<file path="config.mk">
export PLATFORM = sky130hd
export DESIGN_NAME = tucr_ctrl_regs
export DESIGN_NICKNAME = d
export VERILOG_FILES = /design/src/tucr_pkg.sv /design/src/tucr_rst_sync.sv /design/src/tucr_ctrl_regs.sv
export SDC_FILE = /design/constraint.sdc
export NUM_CORES = 1
export LEC_CHECK = 0
export BUFFER_PORTS_ARGS = -buffer_cell sky130_fd_sc_hd__buf_2
export CORE_ASPECT_RATIO = 1.1
export CORE_MARGIN = 8
export CORE_UTILIZATION = 41
export DETAILED_ROUTE_END_ITERATION = 6
export PLACE_DENSITY = 0.77
export SETUP_SLACK_MARGIN = 0.05
export SKIP_CTS_REPAIR_TIMING = 1
export SLEW_MARGIN = 20
export SYNTH_ARGS = -nofsm -noshare
export SYNTH_HDL_FRONTEND = slang
export SYNTH_SLANG_ARGS = --single-unit
</file>
<file path="constraint.sdc">
create_clock -name ref_clk_in -period 1.2 [get_ports ref_clk_in]
set_clock_uncertainty 0.15 [all_clocks]
set_input_delay 0.06 -clock ref_clk_in [delete_from_list [all_inputs] [get_ports ref_clk_in]]
set_output_delay 0.06 -clock ref_clk_in [all_outputs]
set_load 0.02 [all_outputs]
</file>
<file path="src/tucr_pkg.sv">
// tucr_pkg: register map, field layout, reset values and encodings of the timer control registers
package tucr_pkg;

    // =========================================================================
    // register indices (byte address is four times the index)
    // =========================================================================
    localparam logic [7:0] IDX_SPLIT_MODE_CONTROL    = 8'h03;
    localparam logic [7:0] IDX_COUNTER_CONTROL_CLEAR = 8'h04;
    localparam logic [7:0] IDX_COUNTER_CONTROL_SET   = 8'h05;
    localparam logic [7:0] IDX_BUFFER_VALID_CLEAR    = 8'h06;
    localparam logic [7:0] IDX_BUFFER_VALID_SET      = 8'h07;
    localparam logic [7:0] IDX_EVENT_INPUT_CONTROL   = 8'h09;

    // =========================================================================
    // reset values
    // =========================================================================
    localparam logic [7:0] RST_SPLIT_MODE_CONTROL  = 8'h00;
    localparam logic [7:0] RST_COUNTER_CONTROL     = 8'h00;
    localparam logic [7:0] RST_BUFFER_VALID        = 8'h00;
    localparam logic [7:0] RST_EVENT_INPUT_CONTROL = 8'h00;

    // =========================================================================
    // field positions
    // =========================================================================
    localparam int SPLIT_MODE_ENABLE_BIT    = 0;
    localparam int DIR_BIT                  = 0;
    localparam int LOCK_UPDATE_BIT          = 1;
    localparam int CMD_LSB                  = 2;
    localparam int PERIOD_BUFFER_VALID_BIT  = 0;
    localparam int COMPARE0_BUFFER_VALID_BIT = 1;
    localparam int EVENT_INPUT_A_ENABLE_BIT = 0;
    localparam int EVENT_ACTION_A_LSB       = 1;
    localparam int EVENT_INPUT_B_ENABLE_BIT = 4;
    localparam int EVENT_ACTION_B_LSB       = 5;
    localparam int NUM_COMPARE              = 3;

    // =========================================================================
    // encodings
    // =========================================================================
    typedef enum logic [1:0] {
        CMD_NONE    = 2'h0,
        CMD_UPDATE  = 2'h1,
        CMD_RESTART = 2'h2,
        CMD_RESET   = 2'h3
    } tucr_cmd_t;

    typedef enum logic [2:0] {
        EVA_CNT_POSEDGE = 3'h0,
        EVA_CNT_ANYEDGE = 3'h1,
        EVA_CNT_HIGHLVL = 3'h2,
        EVA_UPDOWN      = 3'h3
    } tucr_eva_t;

    typedef enum logic [2:0] {
        EVB_NONE            = 3'h0,
        EVB_UPDOWN          = 3'h3,
        EVB_RESTART_POSEDGE = 3'h4,
        EVB_RESTART_ANYEDGE = 3'h5,
        EVB_RESTART_HIGHLVL = 3'h6
    } tucr_evb_t;

    // =========================================================================
    // state records
    // =========================================================================
    typedef struct packed {
        logic        meta;
        logic        sync;
    } tucr_sync_t;

    typedef struct packed {
        logic [31:0] prdata;
        logic        pready;
        logic        pslverr;
        logic        split;
        logic        lock_update;
        logic        dir;
        logic [3:0]  bv;
        logic [7:0]  event_input_control;
        logic        xfer;
        logic        restart;
        logic        hard_rst;
        logic        cnt_evt;
        logic        ev_a_prev;
        logic        ev_b_prev;
    } tucr_state_t;

endpackage

</file>
<file path="src/tucr_rst_sync.sv">
// tucr_rst_sync: two-stage release synchroniser for the asynchronous reset
`timescale 1ns/10ps
module tucr_rst_sync (
    input  wire logic ref_clk_in,
    input  wire logic rst_n_in,
    output logic      rst_n_out
);

    tucr_pkg::tucr_sync_t q;
    tucr_pkg::tucr_sync_t d;

    // the first stage feeds only the second stage
    always_comb begin
        d      = q;
        d.meta = 1'b1;
        d.sync = q.meta;
    end

    always_ff @(posedge ref_clk_in or negedge rst_n_in) begin
        if (!rst_n_in) begin
            q <= '0;
        end else begin
            q <= d;
        end
    end

    assign rst_n_out = q.sync;

endmodule // tucr_rst_sync

</file>
<file path="src/tucr_ctrl_regs.sv">
// tucr_ctrl_regs: APB control/command registers and update tracking of a 16-bit timer
//
// The APB register port was decided locally.
`timescale 1ns/10ps
module tucr_ctrl_regs #(
    parameter int ADDR_W = 12
) (
    input  wire logic              ref_clk_in,
    input  wire logic              rst_n_in,
    input  wire logic              psel_in,
    input  wire logic              penable_in,
    input  wire logic              pwrite_in,
    input  wire logic [ADDR_W-1:0] paddr_in,
    input  wire logic [31:0]       pwdata_in,
    input  wire logic [3:0]        pstrb_in,
    input  wire logic              timer_enable_in,
    input  wire logic              update_cond_in,
    input  wire logic              period_buffer_wr_in,
    input  wire logic [2:0]        compare_buffer_wr_in,
    input  wire logic              hw_dir_load_in,
    input  wire logic              hw_dir_value_in,
    input  wire logic              count_tick_in,
    input  wire logic              event_a_in,
    input  wire logic              event_b_in,
    output logic [31:0]            prdata_out,
    output logic                   pready_out,
    output logic                   pslverr_out,
    output logic                   split_mode_out,
    output logic                   lock_update_out,
    output logic                   count_dir_out,
    output logic [3:0]             buffer_valid_out,
    output logic                   buffer_transfer_out,
    output logic                   restart_out,
    output logic                   hard_reset_out,
    output logic                   count_event_out
);

    // =========================================================================
    // reset release
    // =========================================================================
    logic rst_n;

    tucr_rst_sync u_rst_sync (
        .ref_clk_in (ref_clk_in),
        .rst_n_in   (rst_n_in),
        .rst_n_out  (rst_n)
    );

    tucr_pkg::tucr_state_t q;
    tucr_pkg::tucr_state_t d;

    // =========================================================================
    // APB decode
    // =========================================================================
    logic                setup_c;
    logic                wr_c;
    logic                mapped_c;
    logic [7:0]          idx_c;
    logic [7:0]          wd_c;
    logic [7:0]          rd_c;
    logic                wr_split_c;
    logic                wr_eclr_c;
    logic                wr_eset_c;
    logic                wr_fclr_c;
    logic                wr_fset_c;
    logic                wr_ev_c;
    logic                cmd_wr_c;
    tucr_pkg::tucr_cmd_t cmd_c;
    logic                force_upd_c;
    logic                force_rst_c;
    logic                hard_c;
    logic                xfer_c;
    logic [3:0]          bv_set_c;

    // index bits above bit 9 must be zero; ADDR_W is assumed to exceed 10
    assign idx_c    = paddr_in[9:2];
    assign mapped_c = (paddr_in[1:0] == 2'h0) && (paddr_in[ADDR_W-1:10] == '0) &&
                      ((idx_c == tucr_pkg::IDX_SPLIT_MODE_CONTROL) ||
                       (idx_c == tucr_pkg::IDX_COUNTER_CONTROL_CLEAR) ||
                       (idx_c == tucr_pkg::IDX_COUNTER_CONTROL_SET) ||
                       (idx_c == tucr_pkg::IDX_BUFFER_VALID_CLEAR) ||
                       (idx_c == tucr_pkg::IDX_BUFFER_VALID_SET) ||
                       (idx_c == tucr_pkg::IDX_EVENT_INPUT_CONTROL));
    assign setup_c  = psel_in && !penable_in;
    // writes land only at the access edge where pready is high
    assign wr_c     = psel_in && penable_in && q.pready && pwrite_in && pstrb_in[0] &&
                      !q.pslverr;
    assign wd_c     = pwdata_in[7:0];

    assign wr_split_c = wr_c && (idx_c == tucr_pkg::IDX_SPLIT_MODE_CONTROL);
    assign wr_eclr_c  = wr_c && (idx_c == tucr_pkg::IDX_COUNTER_CONTROL_CLEAR);
    assign wr_eset_c  = wr_c && (idx_c == tucr_pkg::IDX_COUNTER_CONTROL_SET);
    assign wr_fclr_c  = wr_c && (idx_c == tucr_pkg::IDX_BUFFER_VALID_CLEAR);
    assign wr_fset_c  = wr_c && (idx_c == tucr_pkg::IDX_BUFFER_VALID_SET);
    assign wr_ev_c    = wr_c && (idx_c == tucr_pkg::IDX_EVENT_INPUT_CONTROL);

    // =========================================================================
    // commands and update
    // =========================================================================
    assign cmd_wr_c    = wr_eclr_c || wr_eset_c;
    assign cmd_c       = tucr_pkg::tucr_cmd_t'(wd_c[tucr_pkg::CMD_LSB +: 2]);
    assign force_upd_c = cmd_wr_c && (cmd_c == tucr_pkg::CMD_UPDATE);
    assign force_rst_c = cmd_wr_c && (cmd_c == tucr_pkg::CMD_RESTART);
    assign hard_c      = cmd_wr_c && (cmd_c == tucr_pkg::CMD_RESET) && !timer_enable_in;
    // lock holds back hardware updates only
    assign xfer_c      = (update_cond_in && !q.lock_update) || force_upd_c;
    assign bv_set_c    = {compare_buffer_wr_in, period_buffer_wr_in};

    // =========================================================================
    // event inputs
    // =========================================================================
    logic                a_en_c;
    logic                b_en_c;
    tucr_pkg::tucr_eva_t a_act_c;
    tucr_pkg::tucr_evb_t b_act_c;
    logic                a_rise_c;
    logic                a_edge_c;
    logic                b_rise_c;
    logic                b_edge_c;
    logic                cnt_evt_c;
    logic                ev_restart_c;

    assign a_en_c   = q.event_input_control[tucr_pkg::EVENT_INPUT_A_ENABLE_BIT];
    assign b_en_c   = q.event_input_control[tucr_pkg::EVENT_INPUT_B_ENABLE_BIT];
    assign a_act_c  = tucr_pkg::tucr_eva_t'(q.event_input_control[tucr_pkg::EVENT_ACTION_A_LSB +: 3]);
    assign b_act_c  = tucr_pkg::tucr_evb_t'(q.event_input_control[tucr_pkg::EVENT_ACTION_B_LSB +: 3]);
    assign a_rise_c = event_a_in && !q.ev_a_prev;
    assign a_edge_c = event_a_in != q.ev_a_prev;
    assign b_rise_c = event_b_in && !q.ev_b_prev;
    assign b_edge_c = event_b_in != q.ev_b_prev;

    // reserved action codes do nothing
    assign cnt_evt_c = a_en_c && (
        ((a_act_c == tucr_pkg::EVA_CNT_POSEDGE) && a_rise_c) ||
        ((a_act_c == tucr_pkg::EVA_CNT_ANYEDGE) && a_edge_c) ||
        ((a_act_c == tucr_pkg::EVA_CNT_HIGHLVL) && count_tick_in && event_a_in) ||
        ((a_act_c == tucr_pkg::EVA_UPDOWN) && count_tick_in));
    assign ev_restart_c = b_en_c && (
        ((b_act_c == tucr_pkg::EVB_RESTART_POSEDGE) && b_rise_c) ||
        ((b_act_c == tucr_pkg::EVB_RESTART_ANYEDGE) && b_edge_c) ||
        ((b_act_c == tucr_pkg::EVB_RESTART_HIGHLVL) && event_b_in));

    // =========================================================================
    // read mux
    // =========================================================================
    always_comb begin
        case (idx_c)
            tucr_pkg::IDX_SPLIT_MODE_CONTROL: begin
                rd_c = {7'h00, q.split};
            end
            tucr_pkg::IDX_COUNTER_CONTROL_CLEAR,
            tucr_pkg::IDX_COUNTER_CONTROL_SET: begin
                rd_c = {4'h0, 2'h0, q.lock_update, q.dir};
            end
            tucr_pkg::IDX_BUFFER_VALID_CLEAR,
            tucr_pkg::IDX_BUFFER_VALID_SET: begin
                rd_c = {4'h0, q.bv};
            end
            tucr_pkg::IDX_EVENT_INPUT_CONTROL: begin
                rd_c = q.event_input_control;
            end
            default: begin
                rd_c = 8'h00;
            end
        endcase
    end

    // =========================================================================
    // next state
    // =========================================================================
    always_comb begin
        d           = q;
        // answer prepared in the setup cycle, so the access phase has no wait state
        d.pready    = setup_c;
        d.pslverr   = setup_c && !mapped_c;
        if (setup_c) begin
            d.prdata = (mapped_c && !pwrite_in) ? {24'h000000, rd_c} : 32'h00000000;
        end
        d.ev_a_prev = event_a_in;
        d.ev_b_prev = event_b_in;
        d.xfer      = xfer_c;
        d.restart   = force_rst_c || ev_restart_c;
        d.hard_rst  = hard_c;
        d.cnt_evt   = cnt_evt_c;

        if (wr_split_c) begin
            d.split = wd_c[tucr_pkg::SPLIT_MODE_ENABLE_BIT];
        end
        if (wr_ev_c) begin
            d.event_input_control = wd_c;
        end

        // hardware direction first; a software write in the same cycle overrides it
        if (hw_dir_load_in) begin
            d.dir = hw_dir_value_in;
        end
        if (count_tick_in) begin
            if (a_en_c && (a_act_c == tucr_pkg::EVA_UPDOWN)) begin
                d.dir = event_a_in;
            end else if (b_en_c && (b_act_c == tucr_pkg::EVB_UPDOWN)) begin
                d.dir = event_b_in;
            end
        end
        if (wr_eset_c) begin
            d.dir  = d.dir | wd_c[tucr_pkg::DIR_BIT];
            d.lock_update = q.lock_update | wd_c[tucr_pkg::LOCK_UPDATE_BIT];
        end
        if (wr_eclr_c) begin
            d.dir  = d.dir & ~wd_c[tucr_pkg::DIR_BIT];
            d.lock_update = q.lock_update & ~wd_c[tucr_pkg::LOCK_UPDATE_BIT];
        end

        // update clears first, then software and hardware sets win
        if (xfer_c) begin
            d.bv = 4'h0;
        end
        if (wr_fclr_c) begin
            d.bv = d.bv & ~wd_c[3:0];
        end
        if (wr_fset_c) begin
            d.bv = d.bv | wd_c[3:0];
        end
        d.bv = d.bv | bv_set_c;

        // hard reset returns the timer's own registers to their reset values;
        // a buffer strobe in the same cycle still sets its flag, so no write is lost
        if (hard_c) begin
            d.split  = tucr_pkg::RST_SPLIT_MODE_CONTROL[tucr_pkg::SPLIT_MODE_ENABLE_BIT];
            d.lock_update   = tucr_pkg::RST_COUNTER_CONTROL[tucr_pkg::LOCK_UPDATE_BIT];
            d.dir    = tucr_pkg::RST_COUNTER_CONTROL[tucr_pkg::DIR_BIT];
            d.bv     = tucr_pkg::RST_BUFFER_VALID[3:0] | bv_set_c;
            d.event_input_control = tucr_pkg::RST_EVENT_INPUT_CONTROL;
        end
    end

    always_ff @(posedge ref_clk_in or negedge rst_n) begin
        if (!rst_n) begin
            q <= '0;
        end else begin
            q <= d;
        end
    end

    // =========================================================================
    // outputs
    // =========================================================================
    assign prdata_out          = q.prdata;
    assign pready_out          = q.pready;
    assign pslverr_out         = q.pslverr;
    assign split_mode_out      = q.split;
    assign lock_update_out     = q.lock_update;
    assign count_dir_out       = q.dir;
    assign buffer_valid_out    = q.bv;
    assign buffer_transfer_out = q.xfer;
    assign restart_out         = q.restart;
    assign hard_reset_out      = q.hard_rst;
    assign count_event_out     = q.cnt_evt;
endmodule // tucr_ctrl_regs

</file>
==> impl_metrics.env <==
export IMPL_final_period_utilization_pct=163
export IMPL_r2r_end="count_dir_out"
export IMPL_area_growth_syn_to_layout_pct=37.8
export IMPL_grt_start_max_net_pins=32
export IMPL_report_final_slew_viol_count=0
export IMPL_postSynth_topFlopCell="dfrtp_1"
export IMPL_grt_antenna_before_repair=0
export IMPL_arrival_ns=1.96
export IMPL_fin_hold_ws_ns=-0.0424
export IMPL_cp_max_fo=5
export IMPL_p_leak_nw=1.38
export IMPL_floorplan_die_area_mm2=0.00742
export IMPL_num_nets_final=361
export IMPL_place_detailed_hpwl_um=4090
export IMPL_p_per_area_mw_per_mm2=851
export IMPL_total_standard_cell_area_after_synthesis_mm2=0.00202
export IMPL_via_per_inst=5.08
export IMPL_grt_first_pass_wirelength_um=8300
export IMPL_hold_class="input port to register"
export IMPL_number_of_global_route_vias_before_repair=1847
export IMPL_cts_made_buffers=5
export IMPL_mostFrequentLayoutCell="buf_2"
export IMPL_core_area_mm2=0.00468
export IMPL_floorplan_initialDensity_pct=43.0
export IMPL_multi_input_area_um2=971
export IMPL_placement_rows=26
export IMPL_yosys_warnings=0
export IMPL_routed_wire_length_per_instance_um=15.6
export IMPL_synth_async_reset_ratio_pct=100
export IMPL_vias=1788
export IMPL_timing_critical_path_required_ns=1.21
export IMPL_drt_pass1_iterations=4
export IMPL_violations="hold timing, setup timing"
export IMPL_die_width_um=82.9
export IMPL_final_layout_size_suffix_gt1_share_pct=43.2
export IMPL_synth_seq_cells=33
export IMPL_syn_inst=193
export IMPL_postLayoutSetupSlackWorst_ns=-0.758
export IMPL_max_cap_violations=0
export IMPL_stdcell_area_mm2=0.00278
export IMPL_worst_reg2reg_path_length_in_cells=5
export IMPL_cts_root_to_sink_buffers=2
export IMPL_worstSetupEndpointType="register"
export IMPL_timing_rr_start="pslverr_out"
export IMPL_final_core_util_pct=59.3
export IMPL_clock_sinks=33
export IMPL_synthesis_area_per_instance_um2=10.4
export IMPL_gr_usage_met3_pct=3.28
export IMPL_die_height_um=89.5
export IMPL_yosysSeqAreaShare_pct=41.0
export IMPL_grt_use_met1_pct=15.7
export IMPL_layout_common_cells="55 x buf_2, 36 x buf_4, 33 x dfrtp_1, 25 x conb_1, 18 x dlygate4sd3_1"
export IMPL_portBuffers=57
export IMPL_final_count_of_negative_setup_slack_endpoints=27
export IMPL_clkTransAtPathRegs_ns=0.07
export IMPL_layout_area_seq_um2=826
export IMPL_global_route_usage_total_pct=13.7
export IMPL_crit_path_start_kind="register"
export IMPL_holdCritStartpoint="timer_enable_in"
export IMPL_grt_busiest_layer="met2"
export IMPL_cts_tree="built"
export IMPL_place_congestion=0.925
export IMPL_ir_worst_vdd_v=0.000548
export IMPL_globalRouteMet2Util_pct=23.5
export IMPL_post_layout_total_power_mw=2.36
export IMPL_hold_path_endpoint="hard_reset_out"
export IMPL_drt_iter0_markers=72
export IMPL_hold_path_depth=3
export IMPL_h_tree_depth=2
export IMPL_synth_edf_count=0
export IMPL_rsz0062_at_grt="true"
export IMPL_maxClockFrequency_mhz=511
export IMPL_final_fill_count=390
export IMPL_clockRootBuffer="clkbuf_8"
export IMPL_final_antenna_net_count=0
export IMPL_drt_wl_total_um=5490
export IMPL_timing_setup_critical_path_class="register to register"
export IMPL_post_dp_cell_area_mm2=0.00245
export IMPL_run_status="finished with violations"
export IMPL_worst_skew_pair_late_latency_ns=0.29
export IMPL_post_place_ws_ns=-0.817
export IMPL_globalRoute_totalOverflow=0
export IMPL_setup_total_negative_slack_ns=-16.23
export IMPL_antennaDiodeCount=0
export IMPL_timing_critical_path_from="pslverr_out"
export IMPL_finalCriticalPeriod_ns=1.96
export IMPL_post_synth_num_cell_types=50
export IMPL_post_detailed_route_drc_marker_count=0
export IMPL_register_to_register_path_setup_slack_ns=-0.76
export IMPL_io_pin_count=109
export IMPL_timing_final_hold_violations=1
[synth_stat cells, types with 4 or more instances]
cell | n | area share, %
dfrtp_1 | 33 | 41
a221o_1 | 4 | 2.0
buf_4 | 37 | 14
a22o_1 | 7 | 3.0
a21boi_0 | 4 | 1.5
inv_1 | 6 | 1.1
a21oi_1 | 10 | 2.5
nand3_1 | 10 | 2.5
nand2_1 | 6 | 1.1
o21ai_0 | 13 | 3.2
[per-stage QoR]
step	hold slack (ns)	instances
floorplan	-0.386	216
global placement	-0.304	324
detailed placement	-0.303	324
CTS	-0.615	332
global route	-0.0474	352
finish	-0.0424	352
[logic make-up after synthesis]
logic type	after synthesis	synth area share (%)
other	2	0.373
AOI/OAI and AO/OA	54	18.9
muxes	4	2.05
and+or+nand+nor	49	19.0
adders and majority gates	2	1.24
DFF	33	41.0
buffers and inverters	49	17.4
[final cells by class]
class	count	area share (%)
flip-flops and latches	33	29.7
inverters	6	0.811
clock inverters	3	0.631
repair buffers	115	28.9
well taps	56	2.52
multi-input cells	134	35.0
clock buffers	5	2.48
[worst max-delay path: stages, from the launching register on]
cell      delay (ns)
dfrtp_1         0.38
nand4b_1        0.30
or4_4           0.59
nor3_4          0.21
buf_4           0.16
a211oi_1        0.04
[where the power goes]
group	switching, mW	total (mW)	internal [mW]	leakage, nW
registers	0.00799	1.13	1.13	0.421
clock network	0.421	0.821	0.400	0.0439
logic	0.230	0.408	0.178	0.913
total	0.660	2.36	1.70	1.38
[routing by layer]
metal / routed length, µm / vias up
li1: - / 850
met1: 2230 / 856
met2: 2780 / 68
met3: 305 / 14
met4: 174 / 0
met5: 0 / -
[registers in the layout, summed over array words and instances, names as in the netlist, 2 cells and up]
| signal | cells |
|---|---|
| prdata_out | 8 |
| b_act_c | 3 |
| q | 2 |
| a_act_c | 3 |
| buffer_valid_out | 4 |
[how the worst max path moves through the flow]
| stage | cells past startpoint | to | slack, ns |
|---|---|---|---|
| floorplan | 5 | a_act_c[0] | -0.91 |
| global placement | 6 | prdata_out[6] | -0.79 |
| finish | 5 | count_dir_out | -0.76 |
| detailed placement | 6 | prdata_out[4] | -0.82 |
| global route | 5 | count_dir_out | -0.80 |
| CTS | 4 | a_en_c | -0.76 |
(Power assumes the default switching activity.)
